## config.mk

```make
export PLATFORM = sky130hd
export DESIGN_NAME = two_stage_system_watchdog
export DESIGN_NICKNAME = d
export VERILOG_FILES = /design/src/wdog_pkg.sv /design/src/two_stage_system_watchdog.sv
export SDC_FILE = /design/constraint.sdc
export NUM_CORES = 1
export LEC_CHECK = 0
export ABC_CLOCK_PERIOD_IN_PS = 11700
export BUFFER_PORTS_ARGS = -buffer_cell sky130_fd_sc_hd__clkbuf_2
export CAP_MARGIN = 20
export CORE_ASPECT_RATIO = 0.6
export CORE_MARGIN = 10
export CORE_UTILIZATION = 52
export DETAILED_ROUTE_END_ITERATION = 16
export GPL_ROUTABILITY_DRIVEN = 0
export GPL_TIMING_DRIVEN = 0
export PLACE_DENSITY = 0.72
export SLEW_MARGIN = 20
export SYNTH_ARGS = -nofsm -noshare
export SYNTH_HDL_FRONTEND = slang
export SYNTH_SLANG_ARGS = --single-unit
```

## constraint.sdc

```tcl
create_clock -name sys_clk -period 11.7 [get_ports sys_clk]
set_clock_uncertainty 0.15 [all_clocks]
set_input_delay 2.34 -clock sys_clk [delete_from_list [all_inputs] [get_ports sys_clk]]
set_output_delay 2.34 -clock sys_clk [all_outputs]
set_load 0.005 [all_outputs]
```

## src/wdog_pkg.sv

```systemverilog
// Package: register map, field layout and reset values of the watchdog
package wdog_pkg;

    // ------------------------------------------------------------
    // Frame selection and register offsets (byte addresses)
    // ------------------------------------------------------------
    localparam int ADDR_W = 13;
    localparam logic [11:0] OFS_REFRESH_TRIGGER = 12'h000;
    localparam logic [11:0] OFS_CONTROL_AND_STATUS = 12'h000;
    localparam logic [11:0] OFS_TIMEOUT_OFFSET_LOW = 12'h008;
    localparam logic [11:0] OFS_TIMEOUT_OFFSET_HIGH = 12'h00C;
    localparam logic [11:0] OFS_COMPARE_VALUE_LOW = 12'h010;
    localparam logic [11:0] OFS_COMPARE_VALUE_HIGH = 12'h014;
    localparam logic [11:0] OFS_IDENTIFICATION = 12'hFCC;
    // Address bit 12 picks the frame: 0 refresh, 1 control
    localparam int FRAME_SEL_BIT = 12;

    // ------------------------------------------------------------
    // Field positions
    // ------------------------------------------------------------
    localparam int CS_ENABLE_BIT = 0;
    localparam int CS_FIRST_ALERT_BIT = 1;
    localparam int CS_SECOND_ALERT_BIT = 2;
    localparam int OFFSET_HIGH_W = 16;
    localparam int OFFSET_W = 48;
    localparam int ARCH_VERSION_LSB = 16;

    // ------------------------------------------------------------
    // Reset values and identification
    // ------------------------------------------------------------
    localparam logic RST_ENABLE = 1'b0;
    localparam logic [47:0] RST_OFFSET = 48'h0000_0000_0000;
    localparam logic [63:0] RST_COMPARE = 64'h0000_0000_0000_0000;
    localparam logic [3:0] ARCH_VERSION = 4'h1;
    // Arbitrary product, revision and implementer values
    localparam logic [11:0] PRODUCT_ID = 12'h000;
    localparam logic [3:0] REVISION = 4'h0;
    localparam logic [11:0] IMPLEMENTER = 12'h000;

    // Bus request as seen by the slave
    typedef struct packed {
        logic rd;
        logic wr;
        logic [ADDR_W-1:0] addr;
        logic [3:0] be;
        logic [31:0] wdata;
    } bus_req_s;

    typedef enum logic [0:0] {
        BUS_IDLE = 1'b0,
        BUS_DONE = 1'b1
    } bus_state_e;

endpackage
```

## src/two_stage_system_watchdog.sv

```systemverilog
// Module: two-stage watchdog with Avalon-MM register slave
`timescale 1ns/10ps

module two_stage_system_watchdog (
    input wire logic sys_clk,
    input wire logic nrst,
    input wire logic [63:0] system_count,
    input wire logic [12:0] address,
    input wire logic read,
    input wire logic write,
    input wire logic [3:0] byteenable,
    input wire logic [31:0] writedata,
    output logic [31:0] readdata,
    output logic waitrequest,
    output logic first_alert_signal,
    output logic second_alert_signal
);

    // ------------------------------------------------------------
    // State
    // ------------------------------------------------------------
    wdog_pkg::bus_req_s req;
    wdog_pkg::bus_state_e bus_q, bus_d;
    logic [31:0] rdata_q, rdata_d;
    logic stall_q, stall_d;
    logic enable_q, enable_d;
    logic [47:0] offset_q, offset_d;
    logic [63:0] compare_q, compare_d;
    logic first_q, first_d;
    logic second_q, second_d;
    logic [63:0] count_q;
    logic timeout;
    logic accept_wr;
    logic software_reload_event;
    logic direct_compare_load;
    logic [11:0] ofs;
    logic ctrl_frame;

    // Word-aligned merge of byte lanes; partial writes keep old bytes
    function automatic logic [31:0] merge(input logic [31:0] old,
                                          input logic [31:0] nw,
                                          input logic [3:0] be);
        logic [31:0] r;
        r = old;
        for (int i = 0; i < 4; i++) begin
            if (be[i]) begin
                r[8*i +: 8] = nw[8*i +: 8];
            end
        end
        return r;
    endfunction

    // Identification word, same in both frames
    function automatic logic [31:0] ident_word();
        return {wdog_pkg::PRODUCT_ID, wdog_pkg::ARCH_VERSION,
                wdog_pkg::REVISION, wdog_pkg::IMPLEMENTER};
    endfunction

    // ------------------------------------------------------------
    // Bus decode
    // ------------------------------------------------------------
    assign req = '{rd: read, wr: write, addr: address, be: byteenable,
                   wdata: writedata};
    assign ofs = req.addr[11:0];
    assign ctrl_frame = req.addr[wdog_pkg::FRAME_SEL_BIT];
    // Write takes effect in the first request cycle, while waitrequest is still high
    assign accept_wr = req.wr && (bus_q == wdog_pkg::BUS_IDLE);

    always_comb begin
        software_reload_event = 1'b0;
        direct_compare_load = 1'b0;
        if (accept_wr) begin
            if (!ctrl_frame) begin
                software_reload_event = (ofs == wdog_pkg::OFS_REFRESH_TRIGGER);
            end else begin
                software_reload_event =
                    (ofs == wdog_pkg::OFS_CONTROL_AND_STATUS) ||
                    (ofs == wdog_pkg::OFS_TIMEOUT_OFFSET_LOW) ||
                    (ofs == wdog_pkg::OFS_TIMEOUT_OFFSET_HIGH);
                direct_compare_load =
                    (ofs == wdog_pkg::OFS_COMPARE_VALUE_LOW) ||
                    (ofs == wdog_pkg::OFS_COMPARE_VALUE_HIGH);
            end
        end
    end

    assign timeout = (count_q > compare_q);

    // ------------------------------------------------------------
    // Bus slave: one wait cycle, answer on the second
    // ------------------------------------------------------------
    always_comb begin
        bus_d = wdog_pkg::BUS_IDLE;
        rdata_d = rdata_q;
        if (bus_q == wdog_pkg::BUS_IDLE && (req.rd || req.wr)) begin
            bus_d = wdog_pkg::BUS_DONE;
            rdata_d = 32'h0000_0000;
            if (req.rd) begin
                if (ofs == wdog_pkg::OFS_IDENTIFICATION) begin
                    rdata_d = ident_word();
                end else if (ctrl_frame) begin
                    case (ofs)
                        wdog_pkg::OFS_CONTROL_AND_STATUS: begin
                            rdata_d = {29'h0, second_q, first_q, enable_q};
                        end
                        wdog_pkg::OFS_TIMEOUT_OFFSET_LOW: begin
                            rdata_d = offset_q[31:0];
                        end
                        wdog_pkg::OFS_TIMEOUT_OFFSET_HIGH: begin
                            rdata_d = {16'h0000, offset_q[47:32]};
                        end
                        wdog_pkg::OFS_COMPARE_VALUE_LOW: begin
                            rdata_d = compare_q[31:0];
                        end
                        wdog_pkg::OFS_COMPARE_VALUE_HIGH: begin
                            rdata_d = compare_q[63:32];
                        end
                        default: begin
                            rdata_d = 32'h0000_0000;
                        end
                    endcase
                end
            end
        end
        // Waitrequest low only in the answer cycle
        stall_d = (bus_d != wdog_pkg::BUS_DONE);
    end

    // Registered so waitrequest leaves a flop, not a gate
    always_ff @(posedge sys_clk or negedge nrst) begin
        if (!nrst) begin
            bus_q <= wdog_pkg::BUS_IDLE;
            rdata_q <= 32'h0000_0000;
            stall_q <= 1'b1;
        end else begin
            bus_q <= bus_d;
            rdata_q <= rdata_d;
            stall_q <= stall_d;
        end
    end

    // ------------------------------------------------------------
    // Watchdog core
    // ------------------------------------------------------------
    always_comb begin
        logic [31:0] wv;
        wv = 32'h0000_0000;
        enable_d = enable_q;
        offset_d = offset_q;
        compare_d = compare_q;
        first_d = first_q;
        second_d = second_q;
        if (accept_wr && ctrl_frame) begin
            case (ofs)
                wdog_pkg::OFS_CONTROL_AND_STATUS: begin
                    wv = merge({31'h0, enable_q}, req.wdata, req.be);
                    enable_d = wv[wdog_pkg::CS_ENABLE_BIT];
                end
                wdog_pkg::OFS_TIMEOUT_OFFSET_LOW: begin
                    offset_d[31:0] = merge(offset_q[31:0], req.wdata, req.be);
                end
                wdog_pkg::OFS_TIMEOUT_OFFSET_HIGH: begin
                    wv = merge({16'h0000, offset_q[47:32]}, req.wdata, req.be);
                    offset_d[47:32] = wv[15:0];
                end
                default: begin
                    wv = 32'h0000_0000;
                end
            endcase
        end
        if (direct_compare_load) begin
            if (ofs == wdog_pkg::OFS_COMPARE_VALUE_LOW) begin
                compare_d[31:0] = merge(compare_q[31:0], req.wdata, req.be);
            end else begin
                compare_d[63:32] = merge(compare_q[63:32], req.wdata, req.be);
            end
        end else if (software_reload_event || (timeout && !first_q)) begin
            // New offset, so an offset write takes effect at once
            compare_d = count_q + {16'h0000, offset_d};
        end
        if (!enable_q) begin
            first_d = 1'b0;
            second_d = 1'b0;
        end else if (software_reload_event) begin
            first_d = 1'b0;
            second_d = 1'b0;
        end else if (timeout) begin
            if (!first_q) begin
                first_d = 1'b1;
            end else begin
                second_d = 1'b1;
            end
        end
    end

    always_ff @(posedge sys_clk or negedge nrst) begin
        if (!nrst) begin
            enable_q <= wdog_pkg::RST_ENABLE;
            offset_q <= wdog_pkg::RST_OFFSET;
            compare_q <= wdog_pkg::RST_COMPARE;
            first_q <= 1'b0;
            second_q <= 1'b0;
            count_q <= 64'h0000_0000_0000_0000;
        end else begin
            enable_q <= enable_d;
            offset_q <= offset_d;
            compare_q <= compare_d;
            first_q <= first_d;
            second_q <= second_d;
            count_q <= system_count; // count updated every cycle, enabled or not
        end
    end

    assign first_alert_signal = first_q;
    assign second_alert_signal = second_q;
    assign readdata = rdata_q;
    assign waitrequest = stall_q;

    // ------------------------------------------------------------
    // Assertions
    // ------------------------------------------------------------
    property p_alert_clear;
        @(posedge sys_clk) disable iff (!nrst)
        software_reload_event |=> !first_q && !second_q;
    endproperty
    a_alert_clear: assert property (p_alert_clear)
        else $error("alerts not cleared by refresh");

    property p_disable;
        @(posedge sys_clk) disable iff (!nrst)
        !enable_q |=> !first_q && !second_q;
    endproperty
    a_disable: assert property (p_disable)
        else $error("alert while disabled");

    property p_first;
        @(posedge sys_clk) disable iff (!nrst)
        enable_q && timeout && !first_q && !software_reload_event
            |=> first_q;
    endproperty
    a_first: assert property (p_first)
        else $error("first alert missed");

    property p_second;
        @(posedge sys_clk) disable iff (!nrst)
        enable_q && timeout && first_q && !software_reload_event
            |=> second_q;
    endproperty
    a_second: assert property (p_second)
        else $error("second alert missed");

    property p_hold_cmp;
        @(posedge sys_clk) disable iff (!nrst)
        first_q && !software_reload_event && !direct_compare_load
            |=> $stable(compare_q);
    endproperty
    a_hold_cmp: assert property (p_hold_cmp)
        else $error("compare moved with first alert");

    property p_reload;
        @(posedge sys_clk) disable iff (!nrst)
        software_reload_event && !direct_compare_load
            |=> compare_q == $past(count_q) + {16'h0000, $past(offset_d)};
    endproperty
    a_reload: assert property (p_reload)
        else $error("bad reload value");

    property p_timeout_reload;
        @(posedge sys_clk) disable iff (!nrst)
        timeout && !first_q && !direct_compare_load
            |=> compare_q == $past(count_q) + {16'h0000, $past(offset_d)};
    endproperty
    a_timeout_reload: assert property (p_timeout_reload)
        else $error("bad timeout reload");

    property p_hold_alert;
        @(posedge sys_clk) disable iff (!nrst)
        second_q && enable_q && !software_reload_event |=> second_q;
    endproperty
    a_hold_alert: assert property (p_hold_alert)
        else $error("second alert dropped");

    property p_ack;
        @(posedge sys_clk) disable iff (!nrst)
        (read || write) && waitrequest |=> !waitrequest;
    endproperty
    a_ack: assert property (p_ack)
        else $error("no answer after one wait");

    property p_ident;
        @(posedge sys_clk) disable iff (!nrst)
        read && waitrequest && address[11:0] == 12'hFCC
            |=> readdata[19:16] == 4'h1;
    endproperty
    a_ident: assert property (p_ident)
        else $error("bad version field");

    property p_keep_first;
        @(posedge sys_clk) disable iff (!nrst)
        first_q && enable_q && !software_reload_event |=> first_q;
    endproperty
    a_keep_first: assert property (p_keep_first)
        else $error("timeout cleared first alert");

    property p_direct_low;
        @(posedge sys_clk) disable iff (!nrst)
        direct_compare_load && ofs == wdog_pkg::OFS_COMPARE_VALUE_LOW
            && req.be == 4'hF
            |=> compare_q[31:0] == $past(req.wdata);
    endproperty
    a_direct_low: assert property (p_direct_low)
        else $error("direct compare load lost");

    property p_stall_one;
        @(posedge sys_clk) disable iff (!nrst)
        !waitrequest |=> waitrequest;
    endproperty
    a_stall_one: assert property (p_stall_one)
        else $error("waitrequest low for two cycles");

    property p_refresh_read;
        @(posedge sys_clk) disable iff (!nrst)
        read && waitrequest && address == 13'h0000
            |=> readdata == 32'h0000_0000;
    endproperty
    a_refresh_read: assert property (p_refresh_read)
        else $error("refresh trigger read not zero");

    property p_status_read;
        @(posedge sys_clk) disable iff (!nrst)
        read && waitrequest && address == 13'h1000
            |=> readdata == {29'h0, $past(second_q), $past(first_q),
                             $past(enable_q)};
    endproperty
    a_status_read: assert property (p_status_read)
        else $error("bad control word read");

    property p_offset_high;
        @(posedge sys_clk) disable iff (!nrst)
        read && waitrequest && address == 13'h100C
            |=> readdata[31:16] == 16'h0000;
    endproperty
    a_offset_high: assert property (p_offset_high)
        else $error("offset upper bits not zero");

endmodule

```

# == Yosys cells after proc, flatten, opt, wreduce, memory -nomap -nowiden ==
# Cells that the tools add are included.
# totals
regBits,213
in_bits,117
out_inout_bits,35
elab_cells,88
# op_classes
addsub,1
n_lt_le_gt_ge,1
eq_ne,13
n_mux,33
n_bitwise,2
reduce_logical,22
# op_table
op,count
32-bit two-way mux,6
32-bit case mux with 5 select lines,1
64-bit two-way mux,2
8-bit two-way mux,10
64-bit by 48-bit adder with 64-bit output,1
64-bit greater-than comparator,1
48-bit two-way mux,1
3-bit AND reduction,9
12-bit by 4-bit == test with 1-bit output (second input constant),2
12-bit by 5-bit == test with 1-bit output (second input constant),2
16-bit two-way mux,1
12-bit == test (second input constant),1
12-bit zero test,1
1-bit two-way mux,12
2-bit != test (second input constant),5
3-bit by 1-bit != test with 1-bit output (second input constant),2
1-bit logical OR,5
1-bit logical AND,4
2-bit by 1-bit != test with 1-bit output (second input constant),1
1-bit NOT,2
2-bit AND reduction,1
2-bit nonzero test,1
1-bit zero test,1

# == Logic depth before layout (Yosys ltp) ==
# logic_depth
depth_word,8
depth_mapped,19
mapped_depth_nobuf,18

# == Worst setup path after synthesis ==
# Ideal clock, no wire load.
# synth_timing
path_type,input-to-reg
from,in address[9]
to,reg compare_q[31]
setup_time_ns,0.128
arrival_time_ns,6.700
required_ns,11.422
path_slack_ns,4.722
cell_stages,18
n_path_buf,2
cell_sequence,or4_1 > nor4_2 > nand2_1 > nor3_1 > and2_1 > clkbuf_1 > mux2_2 > ha_1 > buf_2 > a21oi_1 > o21a_1 > or4b_1 > a2111oi_2 > nor2_1 > a21oi_1 > xor2_1 > o21ai_0 > mux2_1
# synth_between
word_cells_on_any_way,22
cone_classes,add/sub (1); eq/ne (6); mux (8); reduce/logical (7)
# synth_lines
item,line_no,rtl
from (decl),two_stage_system_watchdog.sv:8,"input wire logic [12:0] address,"
12-bit by 4-bit == test with 1-bit output,two_stage_system_watchdog.sv:154,case (ofs)
32-bit two-way mux,two_stage_system_watchdog.sv:154,
48-bit two-way mux,two_stage_system_watchdog.sv:153,if (accept_wr && ctrl_frame) begin
named net offset_d[12],two_stage_system_watchdog.sv:27,"logic [47:0] offset_q, offset_d;"
64-bit by 48-bit adder with 64-bit output,two_stage_system_watchdog.sv:179,"compare_d = count_q + {16'h0000, offset_d};"
64-bit two-way mux,two_stage_system_watchdog.sv:177,end else if (software_reload_event || (timeout && !first_q)) begin
64-bit two-way mux,two_stage_system_watchdog.sv:171,if (direct_compare_load) begin
to (signal assigned),two_stage_system_watchdog.sv:200,compare_q <= wdog_pkg::RST_COMPARE;
to (signal assigned),two_stage_system_watchdog.sv:207,compare_q <= compare_d;
to (decl),two_stage_system_watchdog.sv:28,"logic [63:0] compare_q, compare_d;"
# The timed path passes the listed nets, and every way through them passes these cells. The select of a mux whose other input is x is not followed.
# A chain may end at the register's enable or synchronous reset.

# == Worst setup path in the final report ==
# layout_timing
from,in address[9]
to,reg compare_q[60]
# The elaborated chain is that of the path after synthesis.

==> metrics list <==
- Status: finished, final reports clean
- Number of violations reported at the end of detailed-routing iteration 0: 1,671
- Number of top-level pins: 152
- Static power due to leakage: 7.32 nW
- Setup slack on the worst flop-to-flop path: 5.05 ns
* Total cell area at the placement stage: 0.0150 mm^2
- Die ar.: 0.0335 mm^2
- The worst setup path is launched from an input pin.
- Delay contributed by the slowest stage of the critical path: 0.75 ns
- Initial core utilization: 0.535
* Net total in the final layout: 1,854
- In the finished design, the share of the clock period the worst path needs comes to 0.751.
- For the worst setup path, the data required time is 11.95 ns.
- Cell depth of the worst flop-to-flop path: 18
- Global routing finished with a remaining overflow of 0.
- Excluding fillers, the count of instances in the completed layout stands at 1,989.
* Cell accounting for the most synthesized area: dfrtp_1
* Final routed DRC violation total: 0
* Remaining antenna violation count: 0
- After clock tree synthesis, the clock-pin slew on the worst setup and hold paths is 0.07 ns.
- Of the post-synthesis cell area, the dominant cell type holds 0.387.
- The final route contains 12,699 vias.
- Slowest cell on the critical path: a2111oi_4
- Maximum number of pins on one net before global-route repair: 88
- Mean number of vias per cell: 6.38
- Number of hold buffers added after CTS: 0
- Broken down by cell family, the worst path's largest delay share belongs to simple AND/OR/NAND/NOR gates.
* Hold violation total from the final report: 0
- Initial antenna violation count: 0
* Clock insertion delay at the later pin of the skew report: 0.54 ns
- Counting flops with an async set or reset pin after synthesis yields a share of 1.00.
* Post-synthesis sequential area ratio: 0.389
- Headroom to the max-slew limit came out at 0.307.
- Number of gates given a new drive strength after cts: 0
* Hold Crit Depth: 2
* Count of different cell masters after synthesis: 85
- In the synthesized netlist, the number of instances is 1,447.
* Vias in the first global route: 12,075
- Sinks on Clock Net: 213
- Among all flip-flop cells after synthesis, the most frequent one is dfrtp_1.
* Maximum fanout along the worst path: 9
* P&R area growth vs syn: 14.8%
- Beginning of the critical path: address[9]
- Worst Min Path Start: readdata[1]
- Of the cells placed in the final design, the portion with a size suffix greater than 1 is 0.177.
* Crit path kind: input pin to register
* Post-CTS Setup Repair Bufs: 0
- The endpoint identified for the worst register-to-register timing path is compare_q[60].
- Total length of routed wires: 47,800 um
- Inserted Clock Buffers: 22
- In this run the core area contains 45 standard-cell rows.
* Buffer type at the clock tree root: clkbuf_16
- Synthesized area divided by synthesized cell count: 9.48 um^2
- Cell-by-cell listing of the critical path: clkbuf_2 -> or4_1 -> nor4_2 -> nand2_1 -> nor3_1 -> and2_1 -> clkbuf_1 -> mux2_2 -> ha_1 -> inv_1 -> fa_1 -> nand2b_1 -> a21oi_1 -> o21ai_1 -> nor3b_1 -> o311ai_2 -> a2111oi_4 -> o211ai_1 -> xor2_1 -> o221ai_1
- Gr usage total: 0.275
- Tmin final: 8.79 ns
* Total nets after synthesis: 1,677
- The number of buffers and inverters on the critical path is 3.
* Number of enable flip-flop cells after synthesis: 0
- Power density over the cells: 159 mW/mm^2
- Slew at the pin closest to its max-slew limit: 1.03 ns
- Total instance count after detailed placement: 1,952
- For this run, the number of Yosys warnings is 0.
- Source of the worst register-to-register timing path: bus_q
- Post-DR wirelength/cell: 24.0 um
- Count of antenna diodes in the layout: 0
- Port buffering added 151 buffers.
- Prior to clock tree synthesis, the placed netlist has a worst setup slack of 2.76 ns.
* HPWL after detailed placement: 37,400 um
* Endpoint of the worst hold-timing path: readdata[1]
- Yosys attributes the largest share of cell area to dfrtp_1, ha_1, a21oi_1.
- The synthesized design contains 213 register bits.
- Max clock buf depth: 3
* Crit path setup slack, layout: 2.91 ns
- After routing the design area is 0.0157 mm^2.
- The final number of max-transition violations is 0.
* RSZ-0062 raised after global routing: false
- Number of iterations in the first detailed-routing pass: 6
- For this run, the top clock speed supported by timing is 0.114 GHz.
- TritonCTS built the clock tree.
* Setup violation total in the final timing report: 0
- X dimension of the die: 230 um
* Die height: 146 um
- In the final timing run, aggregate negative setup slack is 0 ns.
- After synthesis the cells add up to 0.0137 mm^2.
- The tool flagged a number of max-cap violations equal to 0.
- STA classifies the critical path endpoint as a register.
- Data arrival time of the worst path: 9.03 ns
* First-pass GRT wire length: 72,300 um
* Floorplan core area: 0.0256 mm^2
- Across the VDD grid, the largest voltage drop is 0.121 mV.
- H-tree levels: 1
- Hold/Removal Path Class: register to register
==> worst min-delay path: cells and delay by family (launching register included) <==
family	cells	cell delay [ns]
flops	1	0.35
simple gates	1	0.05
compound gates	1	0.06
==> logic make-up after synthesis <==
kind of cell               count (synthesis)  share of synthesized area
and+or+nand+nor                          372                      0.133
adders and majority gates                113                      0.104
AOI/OAI and AO/OA                        448                      0.218
muxes                                    105                     0.0848
DFF                                      213                      0.389
xor gates and xnor gates                  42                     0.0268
buffers and inverters                    154                     0.0449
==> report_power, final <==
group / switching, mW / total (mW) / leakage (nW) / internal [mW]
Sequential: 0.101 / 0.965 / 2.68 / 0.864
Clock: 0.314 / 0.758 / 0.365 / 0.443
Combinational: 0.472 / 0.782 / 4.27 / 0.310
Total: 0.887 / 2.50 / 7.32 / 1.62
==> cells in the mapped netlist, types with 4 or more instances <==
| library cell | number |
|---|---|
| a211oi_1 | 24 |
| a21o_1 | 25 |
| a21oi_1 | 123 |
| a221oi_1 | 15 |
| a22o_1 | 15 |
| a22oi_1 | 30 |
| a31oi_1 | 27 |
| a41oi_1 | 4 |
| and2_1 | 14 |
| and3_1 | 6 |
| buf_1 | 6 |
| buf_2 | 15 |
| clkbuf_1 | 43 |
| dfrtp_1 | 212 |
| ha_1 | 112 |
| inv_1 | 86 |
| mux2_1 | 33 |
| mux2_2 | 53 |
| mux2i_1 | 18 |
| nand2_1 | 123 |
| nand2b_1 | 12 |
| nand3_1 | 33 |
| nand4_1 | 32 |
| nand4b_1 | 5 |
| nor2_1 | 82 |
| nor2b_1 | 17 |
| nor3_1 | 14 |
| nor4_1 | 4 |
| o211ai_1 | 18 |
| o21a_1 | 10 |
| o21ai_0 | 72 |
| o21ai_1 | 20 |
| o21ai_4 | 5 |
| o21bai_1 | 14 |
| o22ai_1 | 4 |
| o31ai_1 | 7 |
| or3_1 | 6 |
| or4_1 | 4 |
| xnor2_1 | 18 |
| xor2_1 | 24 |
==> registers in the layout, summed over array words and instances (netlist names) <==
name	count
bus_q	1
waitrequest	1
compare_q	64
first_alert_signal	1
second_alert_signal	1
count_q	64
readdata	32
enable_q	1
offset_q	48
==> metal layers <==
layer | track usage | share of wire | up-vias
met5 | 0 | 0 | -
met4 | 0.0541 | 0.020 | 0
met3 | 0.124 | 0.15 | 71
met2 | 0.364 | 0.39 | 791
met1 | 0.398 | 0.44 | 6162
li1 | - | - | 5675
==> metrics by stage <==
stage	hold slack, ns	power, mW	utilization
final	0.337	2.50	0.615
after global routing	0.353	2.64	0.615
after detailed placement	0.323	1.73	0.585
after global placement	0.318	1.69	0.582
after CTS	0.338	2.49	0.615
after floorplan	0.314	1.47	-
==> placed cells by master, fill, tap and decap left out, drive strengths merged, types with 6 or more instances in the layout <==
cell / instances
nand2b: 12
nand2: 125
o21a: 10
clkbuf: 221
a22oi: 31
a31oi: 28
a21o: 25
nor2b: 17
xnor2: 18
xor2: 24
o31ai: 7
o211ai: 19
nor2: 82
nand3: 33
a211oi: 24
o21ai: 98
nor3: 17
o21bai: 14
ha: 112
nand4: 32
and3: 6
dfrtp: 212
a22o: 15
a21oi: 126
and2: 14
buf: 27
or3: 6
inv: 86
a221oi: 15
mux2: 87
mux2i: 18
==> area by class of cell <==
| cell class | count | area, um^2 |
|---|---|---|
| fillers | 2232 | 9870 |
| multi-input cells | 1080 | 7770 |
| flip-flops and latches | 213 | 5330 |
| repair buffers | 153 | 820 |
| clock buffers | 27 | 621 |
| well taps | 352 | 440 |
| inverters | 86 | 323 |
| plain buffers | 68 | 293 |
| clock inverters | 10 | 144 |
==> worst max path at each step <==
stage                          to  slack [ns]  depth (start not counted)
floorplan           compare_q[31]        4.72                         18
detailed placement  compare_q[60]        2.76                         20
CTS                 compare_q[60]        3.27                         20
global placement    compare_q[60]        2.92                         20
global route        compare_q[52]        2.88                         20
finish              compare_q[60]        2.91                         20
Power figures use the tool's default switching activity.
